--- src/occd_defines.vh ---
// Constants for the oscillator select and clock divide block
`ifndef OCCD_DEFINES_VH
`define OCCD_DEFINES_VH

// ---------------------------------------------------------------
// Register byte addresses
// ---------------------------------------------------------------
`define OCCD_ADDR_OSC_CTRL 4'h0
`define OCCD_ADDR_CLK_DIV 4'h4
`define OCCD_ADDR_UNLOCK 4'h8

// ---------------------------------------------------------------
// Unlock keys, written in order to the unlock address
// ---------------------------------------------------------------
`define OCCD_UNLOCK_KEY1 16'h0055
`define OCCD_UNLOCK_KEY2 16'h00aa

// ---------------------------------------------------------------
// Oscillator control field positions
// ---------------------------------------------------------------
`define OCCD_OC_CUR_HI 14
`define OCCD_OC_CUR_LO 12
`define OCCD_OC_NEW_HI 10
`define OCCD_OC_NEW_LO 8
`define OCCD_OC_SW_LOCK 7
`define OCCD_OC_REMAP_LOCK 6
`define OCCD_OC_PLL_LOCK 5
`define OCCD_OC_FAIL 3
`define OCCD_OC_SEC_EN 1
`define OCCD_OC_SW_REQ 0

// ---------------------------------------------------------------
// Clock divisor field positions and reset values
// ---------------------------------------------------------------
`define OCCD_CD_ROI 15
`define OCCD_CD_DOZE_HI 14
`define OCCD_CD_DOZE_LO 12
`define OCCD_CD_DOZE_EN 11
`define OCCD_CD_FRC_HI 10
`define OCCD_CD_FRC_LO 8
`define OCCD_CD_DOZE_RST 3'h3
`define OCCD_CD_FRC_RST 3'h0

// ---------------------------------------------------------------
// Source codes, primary submodes and monitor settings
// ---------------------------------------------------------------
`define OCCD_SRC_FRC_DIVN 3'h7
`define OCCD_SRC_FRC_DIV16 3'h6
`define OCCD_SRC_LOW_POWER_RC_OSC 3'h5
`define OCCD_SRC_SEC 3'h4
`define OCCD_SRC_PRI_PLL 3'h3
`define OCCD_SRC_PRI 3'h2
`define OCCD_SRC_FRC_PLL 3'h1
`define OCCD_SRC_FRC 3'h0
`define OCCD_PRI_EXT 2'h0
`define OCCD_PRI_MED_XTAL 2'h1
`define OCCD_PRI_HI_XTAL 2'h2
`define OCCD_MON_SW_ONLY 2'h1
`define OCCD_MON_SW_FAIL_SAFE_MONITOR 2'h0

// ---------------------------------------------------------------
// Timing
// ---------------------------------------------------------------
`define OCCD_SETTLE_TICKS 4'ha
`define OCCD_DIV16_EXP 4'h4
`define OCCD_CYCLE_EXP 4'h1
`define OCCD_FRC_MAX_EXP 4'h8

`endif

--- src/occd_pow2_div.v ---
// Power-of-two tick divider used for postscaler, instruction and doze clocks
`timescale 1ns/1ps
`include "occd_defines.vh"

module occd_pow2_div
(
   // Clock and reset
   input wire clk_sys,
   input wire rst_n,
   // Ticks in and out
   input wire tick_in,
   input wire [3:0] exp_in,
   input wire restart,
   output reg tick_out
);

   reg [7:0] count_reg;

   // Mask of the low counter bits for a divide by two to the exp
   function [7:0] occd_mask;
      input [3:0] e;
      begin
         occd_mask = (e >= 4'h8) ? 8'hff : ((8'h01 << e) - 8'h01);
      end
   endfunction

   // Count input ticks, emit one tick per full period
   always @(posedge clk_sys or negedge rst_n)
   begin
      if (!rst_n)
      begin
         count_reg <= 8'h00;
         tick_out <= 1'b0;
      end
      else if (restart)
      begin
         count_reg <= 8'h00;
         tick_out <= 1'b0;
      end
      else if (tick_in)
      begin
         if ((count_reg & occd_mask(exp_in)) == occd_mask(exp_in))
         begin
            count_reg <= 8'h00;
            tick_out <= 1'b1;
         end
         else
         begin
            count_reg <= count_reg + 8'h01;
            tick_out <= 1'b0;
         end
      end
      else
      begin
         tick_out <= 1'b0;
      end
   end

endmodule // occd_pow2_div

--- src/occd_clock_ctrl.v ---
// Oscillator source select, clock switch sequencer and clock divisor
`timescale 1ns/1ps
`include "occd_defines.vh"


module occd_clock_ctrl
(
   // Clock and reset
   input wire clk_sys,
   input wire rst_n,
   // Register port
   input wire [3:0] reg_addr,
   input wire [15:0] reg_wdata,
   input wire reg_wr,
   input wire reg_rd,
   output reg [15:0] reg_rdata,
   // Configuration levels
   input wire [2:0] initial_source_select_cfg,
   input wire [1:0] primary_submode_cfg,
   input wire [1:0] switch_monitor_cfg,
   // Oscillator and analog pins
   input wire fast_rc_osc_pin,
   input wire low_power_rc_osc_pin,
   input wire secondary_osc_pin,
   input wire primary_osc_pin,
   input wire pll_out_pin,
   input wire pll_lock_pin,
   input wire clock_fail_pin,
   // Events from the system
   input wire irq_event,
   input wire remap_wr_req,
   // Oscillator controls
   output reg pll_enable,
   output reg pll_ref_primary,
   output reg secondary_osc_enable,
   output reg [1:0] primary_submode,
   output reg [2:0] current_source,
   output reg pin_remap_lock,
   output reg remap_wr_accept,
   // Clock ticks
   output reg fosc_tick,
   output wire cycle_tick,
   output wire cpu_tick
);

   // ---------------------------------------------------------------
   // Declarations
   // ---------------------------------------------------------------
   localparam ST_IDLE = 3'b001;
   localparam ST_LOCKW = 3'b010;
   localparam ST_SETTLE = 3'b100;

   reg [6:0] sync1_reg;
   reg [6:0] sync2_reg;
   reg [6:0] sync3_reg;
   reg [2:0] state_reg;
   reg [3:0] settle_reg;
   reg [2:0] new_source_reg;
   reg source_switch_lock_reg;
   reg pll_lock_reg;
   reg clock_fail_flag_reg;
   reg secondary_osc_enable_reg;
   reg switch_request_reg;
   reg recover_on_interrupt_reg;
   reg [2:0] cpu_clock_reduce_reg;
   reg cpu_clock_reduce_enable_reg;
   reg [2:0] fast_rc_postscaler_reg;
   reg [1:0] unlock_reg;
   reg cfg_loaded_reg;
   reg [3:0] doze_exp_reg;
   reg commit_pulse_reg;
   reg doze_restart_reg;
   reg [3:0] doze_exp_next;
   reg [2:0] doze_field_next;
   wire [6:0] edge_w;
   wire frc_tick;
   wire frcn_tick;
   wire frc16_tick;
   wire [7:0] src_ticks;
   wire new_tick;
   wire sw_enabled;
   wire mon_enabled;
   wire sw_locked;
   wire wr_osc;
   wire wr_div;
   wire wr_unlock;
   wire fail_event;
   wire busy;

   // Source uses the PLL
   function occd_uses_pll;
      input [2:0] code;
      begin
         occd_uses_pll = (code == `OCCD_SRC_PRI_PLL) || (code == `OCCD_SRC_FRC_PLL);
      end
   endfunction

   // Postscaler code to exponent, top code gives 256
   function [3:0] occd_frc_exp;
      input [2:0] code;
      begin
         occd_frc_exp = (code == 3'h7) ? `OCCD_FRC_MAX_EXP : {1'b0, code};
      end
   endfunction

   // ---------------------------------------------------------------
   // Pin synchronisers and edge detection
   // ---------------------------------------------------------------
   // Two flops per pin, third flop only for edge finding
   always @(posedge clk_sys or negedge rst_n)
   begin
      if (!rst_n)
      begin
         sync1_reg <= 7'h00;
         sync2_reg <= 7'h00;
         sync3_reg <= 7'h00;
      end
      else
      begin
         sync1_reg <= {clock_fail_pin, pll_lock_pin, pll_out_pin, primary_osc_pin,
                       secondary_osc_pin, low_power_rc_osc_pin, fast_rc_osc_pin};
         sync2_reg <= sync1_reg;
         sync3_reg <= sync2_reg;
      end
   end

   assign edge_w = sync2_reg & ~sync3_reg;
   assign frc_tick = edge_w[0];
   assign fail_event = edge_w[6] & mon_enabled;

   // ---------------------------------------------------------------
   // Source tick generation
   // ---------------------------------------------------------------
   occd_pow2_div u_frc_post
   (
      .clk_sys(clk_sys),
      .rst_n(rst_n),
      .tick_in(frc_tick),
      .exp_in(occd_frc_exp(fast_rc_postscaler_reg)),
      .restart(1'b0),
      .tick_out(frcn_tick)
   );

   occd_pow2_div u_frc_div16
   (
      .clk_sys(clk_sys),
      .rst_n(rst_n),
      .tick_in(frc_tick),
      .exp_in(`OCCD_DIV16_EXP),
      .restart(1'b0),
      .tick_out(frc16_tick)
   );

   // Ticks ordered by source code; both PLL codes use the PLL output
   assign src_ticks = {frcn_tick, frc16_tick, edge_w[1], edge_w[2],
                       edge_w[4], edge_w[3], edge_w[4], frc_tick};
   assign new_tick = src_ticks[new_source_reg];

   // Active source tick, moves when current_source changes: on a switch commit, a fail fallback or the configuration load after reset
   always @(posedge clk_sys or negedge rst_n)
   begin
      if (!rst_n)
         fosc_tick <= 1'b0;
      else
         fosc_tick <= src_ticks[current_source];
   end

   // Instruction and peripheral tick at half the oscillator rate
   occd_pow2_div u_cycle_div
   (
      .clk_sys(clk_sys),
      .rst_n(rst_n),
      .tick_in(fosc_tick),
      .exp_in(`OCCD_CYCLE_EXP),
      .restart(commit_pulse_reg),
      .tick_out(cycle_tick)
   );

   // Processor tick, reduced from the cycle tick when enabled
   occd_pow2_div u_doze_div
   (
      .clk_sys(clk_sys),
      .rst_n(rst_n),
      .tick_in(cycle_tick),
      .exp_in(doze_exp_reg),
      .restart(doze_restart_reg),
      .tick_out(cpu_tick)
   );

   // Ratio forced to 1:1 unless enabled; restart on change
   always @*
   begin
      doze_exp_next = cpu_clock_reduce_enable_reg ? {1'b0, cpu_clock_reduce_reg} : 4'h0;
   end

   always @(posedge clk_sys or negedge rst_n)
   begin
      if (!rst_n)
      begin
         doze_exp_reg <= 4'h0;
         doze_restart_reg <= 1'b0;
      end
      else
      begin
         doze_exp_reg <= doze_exp_next;
         doze_restart_reg <= (doze_exp_next != doze_exp_reg);
      end
   end

   // ---------------------------------------------------------------
   // Bus decode and unlock
   // ---------------------------------------------------------------
   assign sw_enabled = ~switch_monitor_cfg[1];
   assign mon_enabled = (switch_monitor_cfg == `OCCD_MON_SW_FAIL_SAFE_MONITOR);
   assign sw_locked = (switch_monitor_cfg == `OCCD_MON_SW_ONLY) & source_switch_lock_reg;
   assign wr_unlock = reg_wr & (reg_addr == `OCCD_ADDR_UNLOCK);
   assign wr_osc = reg_wr & (reg_addr == `OCCD_ADDR_OSC_CTRL) & unlock_reg[1];
   assign wr_div = reg_wr & (reg_addr == `OCCD_ADDR_CLK_DIV);
   assign busy = ~state_reg[0];

   // Two keys in a row arm one write; any other write disarms
   always @(posedge clk_sys or negedge rst_n)
   begin
      if (!rst_n)
         unlock_reg <= 2'h0;
      else if (reg_wr)
      begin
         if (wr_unlock && reg_wdata == `OCCD_UNLOCK_KEY1)
            unlock_reg <= 2'h1;
         else if (wr_unlock && unlock_reg == 2'h1 && reg_wdata == `OCCD_UNLOCK_KEY2)
            unlock_reg <= 2'h2;
         else
            unlock_reg <= 2'h0;
      end
   end

   // Registered read data, unmapped reads give zero
   always @(posedge clk_sys or negedge rst_n)
   begin
      if (!rst_n)
         reg_rdata <= 16'h0000;
      else if (reg_rd && reg_addr == `OCCD_ADDR_OSC_CTRL)
         reg_rdata <= {1'b0, current_source, 1'b0, new_source_reg,
                       source_switch_lock_reg, pin_remap_lock, pll_lock_reg, 1'b0,
                       clock_fail_flag_reg, 1'b0, secondary_osc_enable_reg,
                       switch_request_reg};
      else if (reg_rd && reg_addr == `OCCD_ADDR_CLK_DIV)
         reg_rdata <= {recover_on_interrupt_reg, cpu_clock_reduce_reg,
                       cpu_clock_reduce_enable_reg, fast_rc_postscaler_reg, 8'h00};
      else
         reg_rdata <= 16'h0000;
   end

   // ---------------------------------------------------------------
   // Clock divisor register
   // ---------------------------------------------------------------
   always @*
   begin
      doze_field_next = cpu_clock_reduce_enable_reg ? cpu_clock_reduce_reg :
                        reg_wdata[`OCCD_CD_DOZE_HI:`OCCD_CD_DOZE_LO];
   end

   always @(posedge clk_sys or negedge rst_n)
   begin
      if (!rst_n)
      begin
         recover_on_interrupt_reg <= 1'b0;
         cpu_clock_reduce_reg <= `OCCD_CD_DOZE_RST;
         cpu_clock_reduce_enable_reg <= 1'b0;
         fast_rc_postscaler_reg <= `OCCD_CD_FRC_RST;
      end
      else
      begin
         if (wr_div)
         begin
            recover_on_interrupt_reg <= reg_wdata[`OCCD_CD_ROI];
            cpu_clock_reduce_reg <= doze_field_next;
            fast_rc_postscaler_reg <= reg_wdata[`OCCD_CD_FRC_HI:`OCCD_CD_FRC_LO];
         end
         // Interrupt recovery beats a software set in the same cycle
         if (irq_event && recover_on_interrupt_reg)
            cpu_clock_reduce_enable_reg <= 1'b0;
         else if (wr_div)
            cpu_clock_reduce_enable_reg <= reg_wdata[`OCCD_CD_DOZE_EN] &
                                           (doze_field_next != 3'h0);
      end
   end

   // ---------------------------------------------------------------
   // Oscillator control register and switch sequencer
   // ---------------------------------------------------------------
   always @(posedge clk_sys or negedge rst_n)
   begin
      if (!rst_n)
      begin
         state_reg <= ST_IDLE;
         settle_reg <= 4'h0;
         current_source <= `OCCD_SRC_FRC_DIVN;
         new_source_reg <= `OCCD_SRC_FRC_DIVN;
         primary_submode <= `OCCD_PRI_EXT;
         cfg_loaded_reg <= 1'b0;
         source_switch_lock_reg <= 1'b0;
         pin_remap_lock <= 1'b0;
         pll_lock_reg <= 1'b0;
         clock_fail_flag_reg <= 1'b0;
         secondary_osc_enable_reg <= 1'b0;
         switch_request_reg <= 1'b0;
         commit_pulse_reg <= 1'b0;
      end
      else if (!cfg_loaded_reg)
      begin
         // Configuration caught once after reset release
         cfg_loaded_reg <= 1'b1;
         current_source <= initial_source_select_cfg;
         new_source_reg <= initial_source_select_cfg;
         primary_submode <= primary_submode_cfg;
      end
      else
      begin
         commit_pulse_reg <= 1'b0;
         pll_lock_reg <= sync2_reg[5] & pll_enable;
         if (wr_osc)
         begin
            new_source_reg <= reg_wdata[`OCCD_OC_NEW_HI:`OCCD_OC_NEW_LO];
            source_switch_lock_reg <= reg_wdata[`OCCD_OC_SW_LOCK];
            pin_remap_lock <= reg_wdata[`OCCD_OC_REMAP_LOCK];
            secondary_osc_enable_reg <= reg_wdata[`OCCD_OC_SEC_EN];
            if (!reg_wdata[`OCCD_OC_FAIL])
               clock_fail_flag_reg <= 1'b0;
            if (reg_wdata[`OCCD_OC_SW_REQ] && sw_enabled && !sw_locked && !busy)
               switch_request_reg <= 1'b1;
         end
         if (fail_event)
         begin
            // Monitor falls back to fast RC, keeping the PLL if in use
            clock_fail_flag_reg <= 1'b1;
            current_source <= occd_uses_pll(current_source) ?
                              `OCCD_SRC_FRC_PLL : `OCCD_SRC_FRC;
            commit_pulse_reg <= 1'b1;
            switch_request_reg <= 1'b0;
            state_reg <= ST_IDLE;
         end
         else
         begin
            case (state_reg)
               ST_IDLE:
               begin
                  settle_reg <= 4'h0;
                  if (switch_request_reg)
                  begin
                     if (new_source_reg == current_source)
                        switch_request_reg <= 1'b0;
                     else
                     begin
                        pll_lock_reg <= 1'b0;
                        clock_fail_flag_reg <= 1'b0;
                        state_reg <= occd_uses_pll(new_source_reg) ? ST_LOCKW : ST_SETTLE;
                     end
                  end
               end
               ST_LOCKW:
               begin
                  if (pll_lock_reg)
                     state_reg <= ST_SETTLE;
               end
               ST_SETTLE:
               begin
                  if (new_tick)
                  begin
                     if (settle_reg == `OCCD_SETTLE_TICKS - 4'h1)
                     begin
                        current_source <= new_source_reg;
                        switch_request_reg <= 1'b0;
                        commit_pulse_reg <= 1'b1;
                        state_reg <= ST_IDLE;
                     end
                     else
                        settle_reg <= settle_reg + 4'h1;
                  end
               end
               default:
                  state_reg <= ST_IDLE;
            endcase
         end
      end
   end

   // ---------------------------------------------------------------
   // Oscillator enables and pin remap gate
   // ---------------------------------------------------------------
   always @(posedge clk_sys or negedge rst_n)
   begin
      if (!rst_n)
      begin
         pll_enable <= 1'b0;
         pll_ref_primary <= 1'b0;
         secondary_osc_enable <= 1'b0;
         remap_wr_accept <= 1'b0;
      end
      else
      begin
         pll_enable <= occd_uses_pll(current_source) |
                       (busy & occd_uses_pll(new_source_reg));
         pll_ref_primary <= busy ? (new_source_reg == `OCCD_SRC_PRI_PLL) :
                            (current_source == `OCCD_SRC_PRI_PLL);
         secondary_osc_enable <= secondary_osc_enable_reg |
                                 (current_source == `OCCD_SRC_SEC) |
                                 (busy & (new_source_reg == `OCCD_SRC_SEC));
         remap_wr_accept <= remap_wr_req & ~pin_remap_lock;
      end
   end

endmodule // occd_clock_ctrl

--- config.mk ---
export PLATFORM = sky130hd
export DESIGN_NAME = occd_clock_ctrl
export DESIGN_NICKNAME = d
export VERILOG_FILES = /design/src/occd_pow2_div.v /design/src/occd_clock_ctrl.v
export VERILOG_INCLUDE_DIRS = /design/src /design/src/src
export SDC_FILE = /design/constraint.sdc
export NUM_CORES = 1
export LEC_CHECK = 0
export BUFFER_PORTS_ARGS = -buffer_cell sky130_fd_sc_hd__buf_2
export CAP_MARGIN = 20
export CORE_MARGIN = 5
export CORE_UTILIZATION = 40
export CTS_CLUSTER_DIAMETER = 50
export DETAILED_ROUTE_END_ITERATION = 10
export PLACE_DENSITY = 0.61
export REMOVE_ABC_BUFFERS = 1
export SYNTH_ARGS = -nofsm -noshare
export SYNTH_HDL_FRONTEND = slang
export SYNTH_SLANG_ARGS = --single-unit
--- constraint.sdc ---
create_clock -name clk_sys -period 2.35 [get_ports clk_sys]
set_clock_uncertainty 0.05 [all_clocks]
set_input_delay 0 -clock clk_sys [delete_from_list [all_inputs] [get_ports clk_sys]]
set_output_delay 0 -clock clk_sys [all_outputs]
set_load 0.02 [all_outputs]
After elaboration in Yosys (flattened, before gate mapping)
Cells that the tools add are included.
{ "word_totals": {"register_bits": 115, "output_inout_bits": 29, "word_cells": 203, "input_bits": 40} }
{ "classes": {"bitwise_logic": 22, "addsub": 7, "mux": 75, "n_eq_ne": 33, "magnitude_cmp": 4, "n_reduce_logical": 23, "n_shift": 2} }
{ "ops": {"columns": ["operator", "count"], "rows": [
  ["2-to-1 mux 8 bit", 10],
  ["2-to-1 mux 3 bit", 16],
  ["2-to-1 mux 1 bit", 37],
  ["adder 8 x 1 -> 8 bit (second input constant)", 4],
  ["2-to-1 mux 16 bit", 2],
  ["bitwise AND 8 bit", 2],
  ["== test 16 x 7 -> 1 bit (second input constant)", 1],
  ["== test 16 x 8 -> 1 bit (second input constant)", 1],
  ["== test 8 bit", 2],
  ["subtractor 8 x 1 -> 8 bit (second input constant)", 2],
  ["inequality test 3 bit (second input constant)", 5],
  ["== test 3 bit (second input constant)", 4],
  ["== test 4 bit (second input constant)", 3],
  ["2-to-1 mux 4 bit", 3],
  ["bitwise AND 1 bit", 11],
  ["== test 3 x 1 -> 1 bit (second input constant)", 3],
  ["== test 3 x 2 -> 1 bit (second input constant)", 3],
  ["logical AND 1 bit", 9],
  ["inequality test 3 x 1 -> 1 bit (second input constant)", 3],
  ["case mux 3 bit (3 select lines)", 1],
  ["less-than comparator 3 x 4 -> 1 bit (second input constant)", 2],
  ["case mux 4 bit (2 select lines)", 1],
  ["nonzero test 2 bit", 4],
  ["left shift 1 x 3 -> 8 bit (first input constant)", 1],
  ["26 further kinds", 36]
]} }

Depth between registers and ports, before layout
{ "logic_depth": {"depth_word": 11, "depth_mapped": 9, "depth_no_buf": 8} }

Cells and area by module
From an unflattened synthesis, not the netlist that was laid out.
{ "hier_totals": {"cells_unflattened": 610, "hier_area_um2": 6359.8} }
{ "modules_own_cells": {"columns": ["module", "cells_per_inst", "instances", "area_each_um2"], "rows": [
  ["occd_clock_ctrl", 282, 1, 3392.0],
  ["occd_pow2_div", 82, 4, 742.0]
]} }

Least setup slack after synthesis
OpenSTA, ideal clock, no wires.
{ "synth_timing": {"path_type": "reg2reg", "start": "register doze_exp_reg[0]", "end": "register u_doze_div.count_reg[2]", "required_time_ns": 2.175, "slack_ns": 0.258, "stages_incl_launch_ff": 9, "arrival_ns": 1.917, "synth_period_minus_slack_ns": 2.092, "path_cell_list": "dfrtp_1 -> clkbuf_1 -> or3_1 -> ha_1 -> nor2_1 -> nand3_1 -> a31oi_1 -> a211oi_2 -> a2111oi_0"} }
{ "synth_between": {"elab_chain_len": 8, "elab_cells_between_ends": 9, "classes_between": "1 x add/sub; 1 x order compare; 1 x eq/ne; 1 x shift; 4 x mux; 1 x bitwise"} }
{ "synth_lines": {"columns": ["item", "line", "source"], "rows": [
  ["from (decl)", "occd_clock_ctrl.v:70", "reg [3:0] doze_exp_reg;"],
  ["from (signal assigned)", "occd_clock_ctrl.v:205", "doze_exp_reg <= doze_exp_next;"],
  ["left shift 1 x 3 -> 8 bit", "occd_pow2_div.v:23", "occd_mask = (e >= 4'h8) ? 8'hff : ((8'h01 << e) - 8'h01);"],
  ["subtractor 8 x 1 -> 8 bit", "occd_pow2_div.v:23", null],
  ["2-to-1 mux 8 bit *", "occd_pow2_div.v:23", null],
  ["bitwise AND 8 bit", "occd_pow2_div.v:42", "if ((count_reg & occd_mask(exp_in)) == occd_mask(exp_in))"],
  ["== test 8 bit *", "occd_pow2_div.v:42", null],
  ["2-to-1 mux 8 bit *", "occd_pow2_div.v:42", null],
  ["2-to-1 mux 8 bit *", "occd_pow2_div.v:40", "else if (tick_in)"],
  ["2-to-1 mux 8 bit *", "occd_pow2_div.v:35", "else if (restart)"],
  ["to (signal assigned)", "occd_pow2_div.v:49", "count_reg <= count_reg + 8'h01;"],
  ["to (decl)", "occd_pow2_div.v:17", "reg [7:0] count_reg;"]
]} }
Every way passes the cells marked *; elsewhere a longest branch is shown, timed or not. The select of a mux whose other input is x is not followed.
A chain may end at the register's enable or synchronous reset.

Worst setup path after layout
{ "layout_timing": {"start": "register doze_exp_reg[0]", "end": "register u_doze_div.count_reg[5]"} }
The elaborated chain is that of the path after synthesis.

==> metrics.md <==
| Metric | Value |
|---|---|
| Slew Limit Fails | 0 |
| Net count, final | 583 |
| Largest net degree at the start of global routing | 63 |
| RD Place Congestion | 0.841 |
| Asr flop ratio synth | 100% |
| Fmax | 442 MHz |
| Grt total ovfl | 0 |
| Worst Path Required | 2.52 ns |
| Synth Register Bits | 100 |
| DR vias | 3,663 |
| Placed inst area | 5120 um2 |
| DR WL/cell | 15.9 um |
| Sequential share of the synthesized area | 54.2% |
| Arrival @ worst endpoint | 2.43 ns |
| Hold depth | 5 |
| Reg2reg start | doze_exp_reg[0]$_DFF_PN0_ |
| Drt first-iter violations | 267 |
| Pleak | 2.64 nW |
| Total net switching power | 0.00139 W |
| DRT antenna net count | 0 |
| Die Span Y | 118 um |
| HP Start | reg_wdata[0] |
| Drt total wl | 10,900 um |
| Switching part of the total | 30.8% |
| Area leader, netlist | dfrtp_1 |
| DRC viols | 0 |
| Ranking of synthesized cells by area | dfrtp_1 (49%), dfstp_2 (5.1%), nand2_1 (3.1%) |
| Status | finished, final reports clean |
| DPL Wire Length | 7820 um |
| Placed cells | 632 |
| Layout area overhead | 25.0% |
| Slew HR | 56.1% |
| Clk Latency, worst-skew pair | 0.34 ns |
| Total Routing Usage GR | 16.1% |
| Final cell count without fillers | 685 |
| Setup slack, reg-to-reg | 0.09 ns |
| Logic pwr share | 20.2% |
| Post-synth EDFFs | 0 |
| Max reg flops | 14 |
| Worst-margin pin slew | 0.657 ns |
| CP max FO | 8 |
| Most numerous cell in the Yosys netlist | dfrtp_1 |
| Synth top cells by count | dfrtp_1 (91), nand2_1 (38), nor2_1 (25), o21ai_0 (25), nand3_1 (18) |
| Total clock sinks | 100 |
| Starting Density | 40.8% |
| Via density | 5.35 |
| Clock Path Buffers | 2 |
| Top-area cell type share of the netlist area | 49.1% |
| Cells on worst reg2reg path | 7 |
| Setup violators final | 0 |
| Primary FF master, synth | dfrtp_1 |
| Mapped cell area | 4640 um2 |
| CTS tree | built |
| Final Hold Viols | 0 |
| Die area | 13,800 um2 |
| RSZ-0062 raised after global routing | no |
| First-pass GRT wire length | 18,400 um |
| Clock power share | 30.6% |
| Hold slack | 0.0217 ns |
| Hold WC Path Type | in -> reg |
| Num rows | 39 |
| FILL cells | 1,002 |
| Ant. Diodes | 0 |
| Min Tclk post-route | 2.26 ns |
| Design area | 5790 um2 |
| 1st-pass router iterations | 4 |
| Critical path class | reg -> reg |
| Avg Inst Size Synth | 10.6 um2 |
| Yosys cell types | 62 |
| CP startpoint kind | flop |
| Final period util | 96.2% |
| PwrDens | 777 nW/um2 |
| Clock Tree Root | clkbuf_16 |
| Share of layout cells above drive strength 1 | 23.1% |
| Mapped Cells | 437 |
| Share of power burned in registers | 49.2% |
| FF-to-FF End | u_doze_div.count_reg[5]$_DFFE_PN0P_ |
| Postcts setup bufs | 0 |
| Pint | 0.00312 W |
| Via count of the first global-routing pass | 3,734 |
| Hold EP | switch_request_reg$_DFFE_PN0P_ |
| Clk slew on worst S/H paths | 0.07 ns |
| Setup TNS | 0 ns |
| Clock buffer count from CTS | 9 |
| Antenna violations before repair | 0 |
| Core Footprint | 11,400 um2 |
| Synth warn | 0 |
| Max_cap viols | 0 |
| # IOs | 69 |
| Input/output buffers | 66 |
| Crit end category | flop |
| H-tree levels | 3 |
| Die width | 118 um |
| VDD IR max | 0.415 mV |
==> cells by family after synthesis <==
logic type,share of synthesized area [%]
xor+xnor,1.51
flops,54.2
mux,5.05
fa+ha+maj,1.62
other cells,0.162
simple gates,18.8
buf+inv,3.56
compound gates,15.1
==> worst max-delay path by stage <==
stage	endpoint	slack, ns	cells after the start	start
3_5_place_dp	u_doze_div.count_reg[5]$_DFFE_PN0P_	0.09	7	doze_exp_reg[0]$_DFF_PN0_
3_3_place_gp	u_doze_div.count_reg[5]$_DFFE_PN0P_	0.22	7	doze_exp_reg[0]$_DFF_PN0_
5_1_grt	u_doze_div.count_reg[5]$_DFFE_PN0P_	0.008	7	doze_exp_reg[0]$_DFF_PN0_
6_report	u_doze_div.count_reg[5]$_DFFE_PN0P_	0.09	7	doze_exp_reg[0]$_DFF_PN0_
4_1_cts	u_doze_div.count_reg[5]$_DFFE_PN0P_	0.07	7	doze_exp_reg[0]$_DFF_PN0_
2_1_floorplan	u_doze_div.count_reg[2]$_DFFE_PN0P_	0.33	7	doze_exp_reg[0]$_DFF_PN0_
==> per-stage QoR <==
step           util (%)  total power (W)  worst slack (ns)
2_1_floorplan         -          0.00275             0.326
3_3_place_gp       45.0          0.00305             0.221
3_5_place_dp       45.0          0.00308            0.0899
4_1_cts            50.7          0.00451            0.0749
5_1_grt            51.0          0.00477           0.00829
6_report           51.0          0.00450            0.0897
==> worst max-delay path: stages (launching register included) <==
cell and delay, ns:
dfrtp_2 0.45, or3_1 0.41, ha_1 0.28, nor2_1 0.16, nand3_1 0.11, a31oi_2 0.19
a211oi_4 0.09, a2111oi_1 0.39
==> final cells by class <==
| class | instances | area, um2 | area share [%] |
|---|---|---|---|
| Sequential cell | 100 | 2520 | 43.4 |
| Multi-Input combinational cell | 299 | 1980 | 34.2 |
| Clock inverter | 6 | 40.0 | 0.691 |
| Inverter | 16 | 60.1 | 1.04 |
| Tap cell | 143 | 179 | 3.09 |
| Timing Repair Buffer | 111 | 776 | 13.4 |
| Clock buffer | 10 | 239 | 4.12 |
==> layer usage <==
| layer | share of wire [%] | vias to the layer above | global-route usage [%] |
|---|---|---|---|
| li1 | - | 1781 | - |
| met1 | 46 | 1778 | 21.9 |
| met2 | 48 | 96 | 25.2 |
| met3 | 5.0 | 8 | 3.27 |
| met4 | 0.93 | 0 | 6.31 |
| met5 | 0 | - | 0 |
==> power groups by stage <==
stage	combinational, W	clock (W)	sequential (W)
final	0.000910	0.00138	0.00222
after global routing	0.00102	0.00149	0.00226
after CTS	0.000889	0.00141	0.00221
after detailed placement	0.000835	0	0.00224
after global placement	0.000818	0	0.00223
after floorplan	0.000552	0	0.00220
==> cell usage in the layout (no fill, tap or decap), types with 9 or more instances in the layout <==
cell and instances:
mux2_2 12, nor3_1 12, dfstp_2 9, nand3_1 18, and3_1 10, buf_2 65, nor2_1 25, inv_1 16
and2_1 13, clkbuf_16 9, nand2_1 38, dlygate4sd3_1 37, dfrtp_1 88, o21ai_0 25, a21oi_1 13
==> timing repair <==
item	in CTS	in global routing
hold buffers	37	0
setup endpoints to repair	0	8
endpoints found under the hold margin	69	0
gates resized for setup	0	8
No activity file was read; power rests on OpenSTA's default activity.
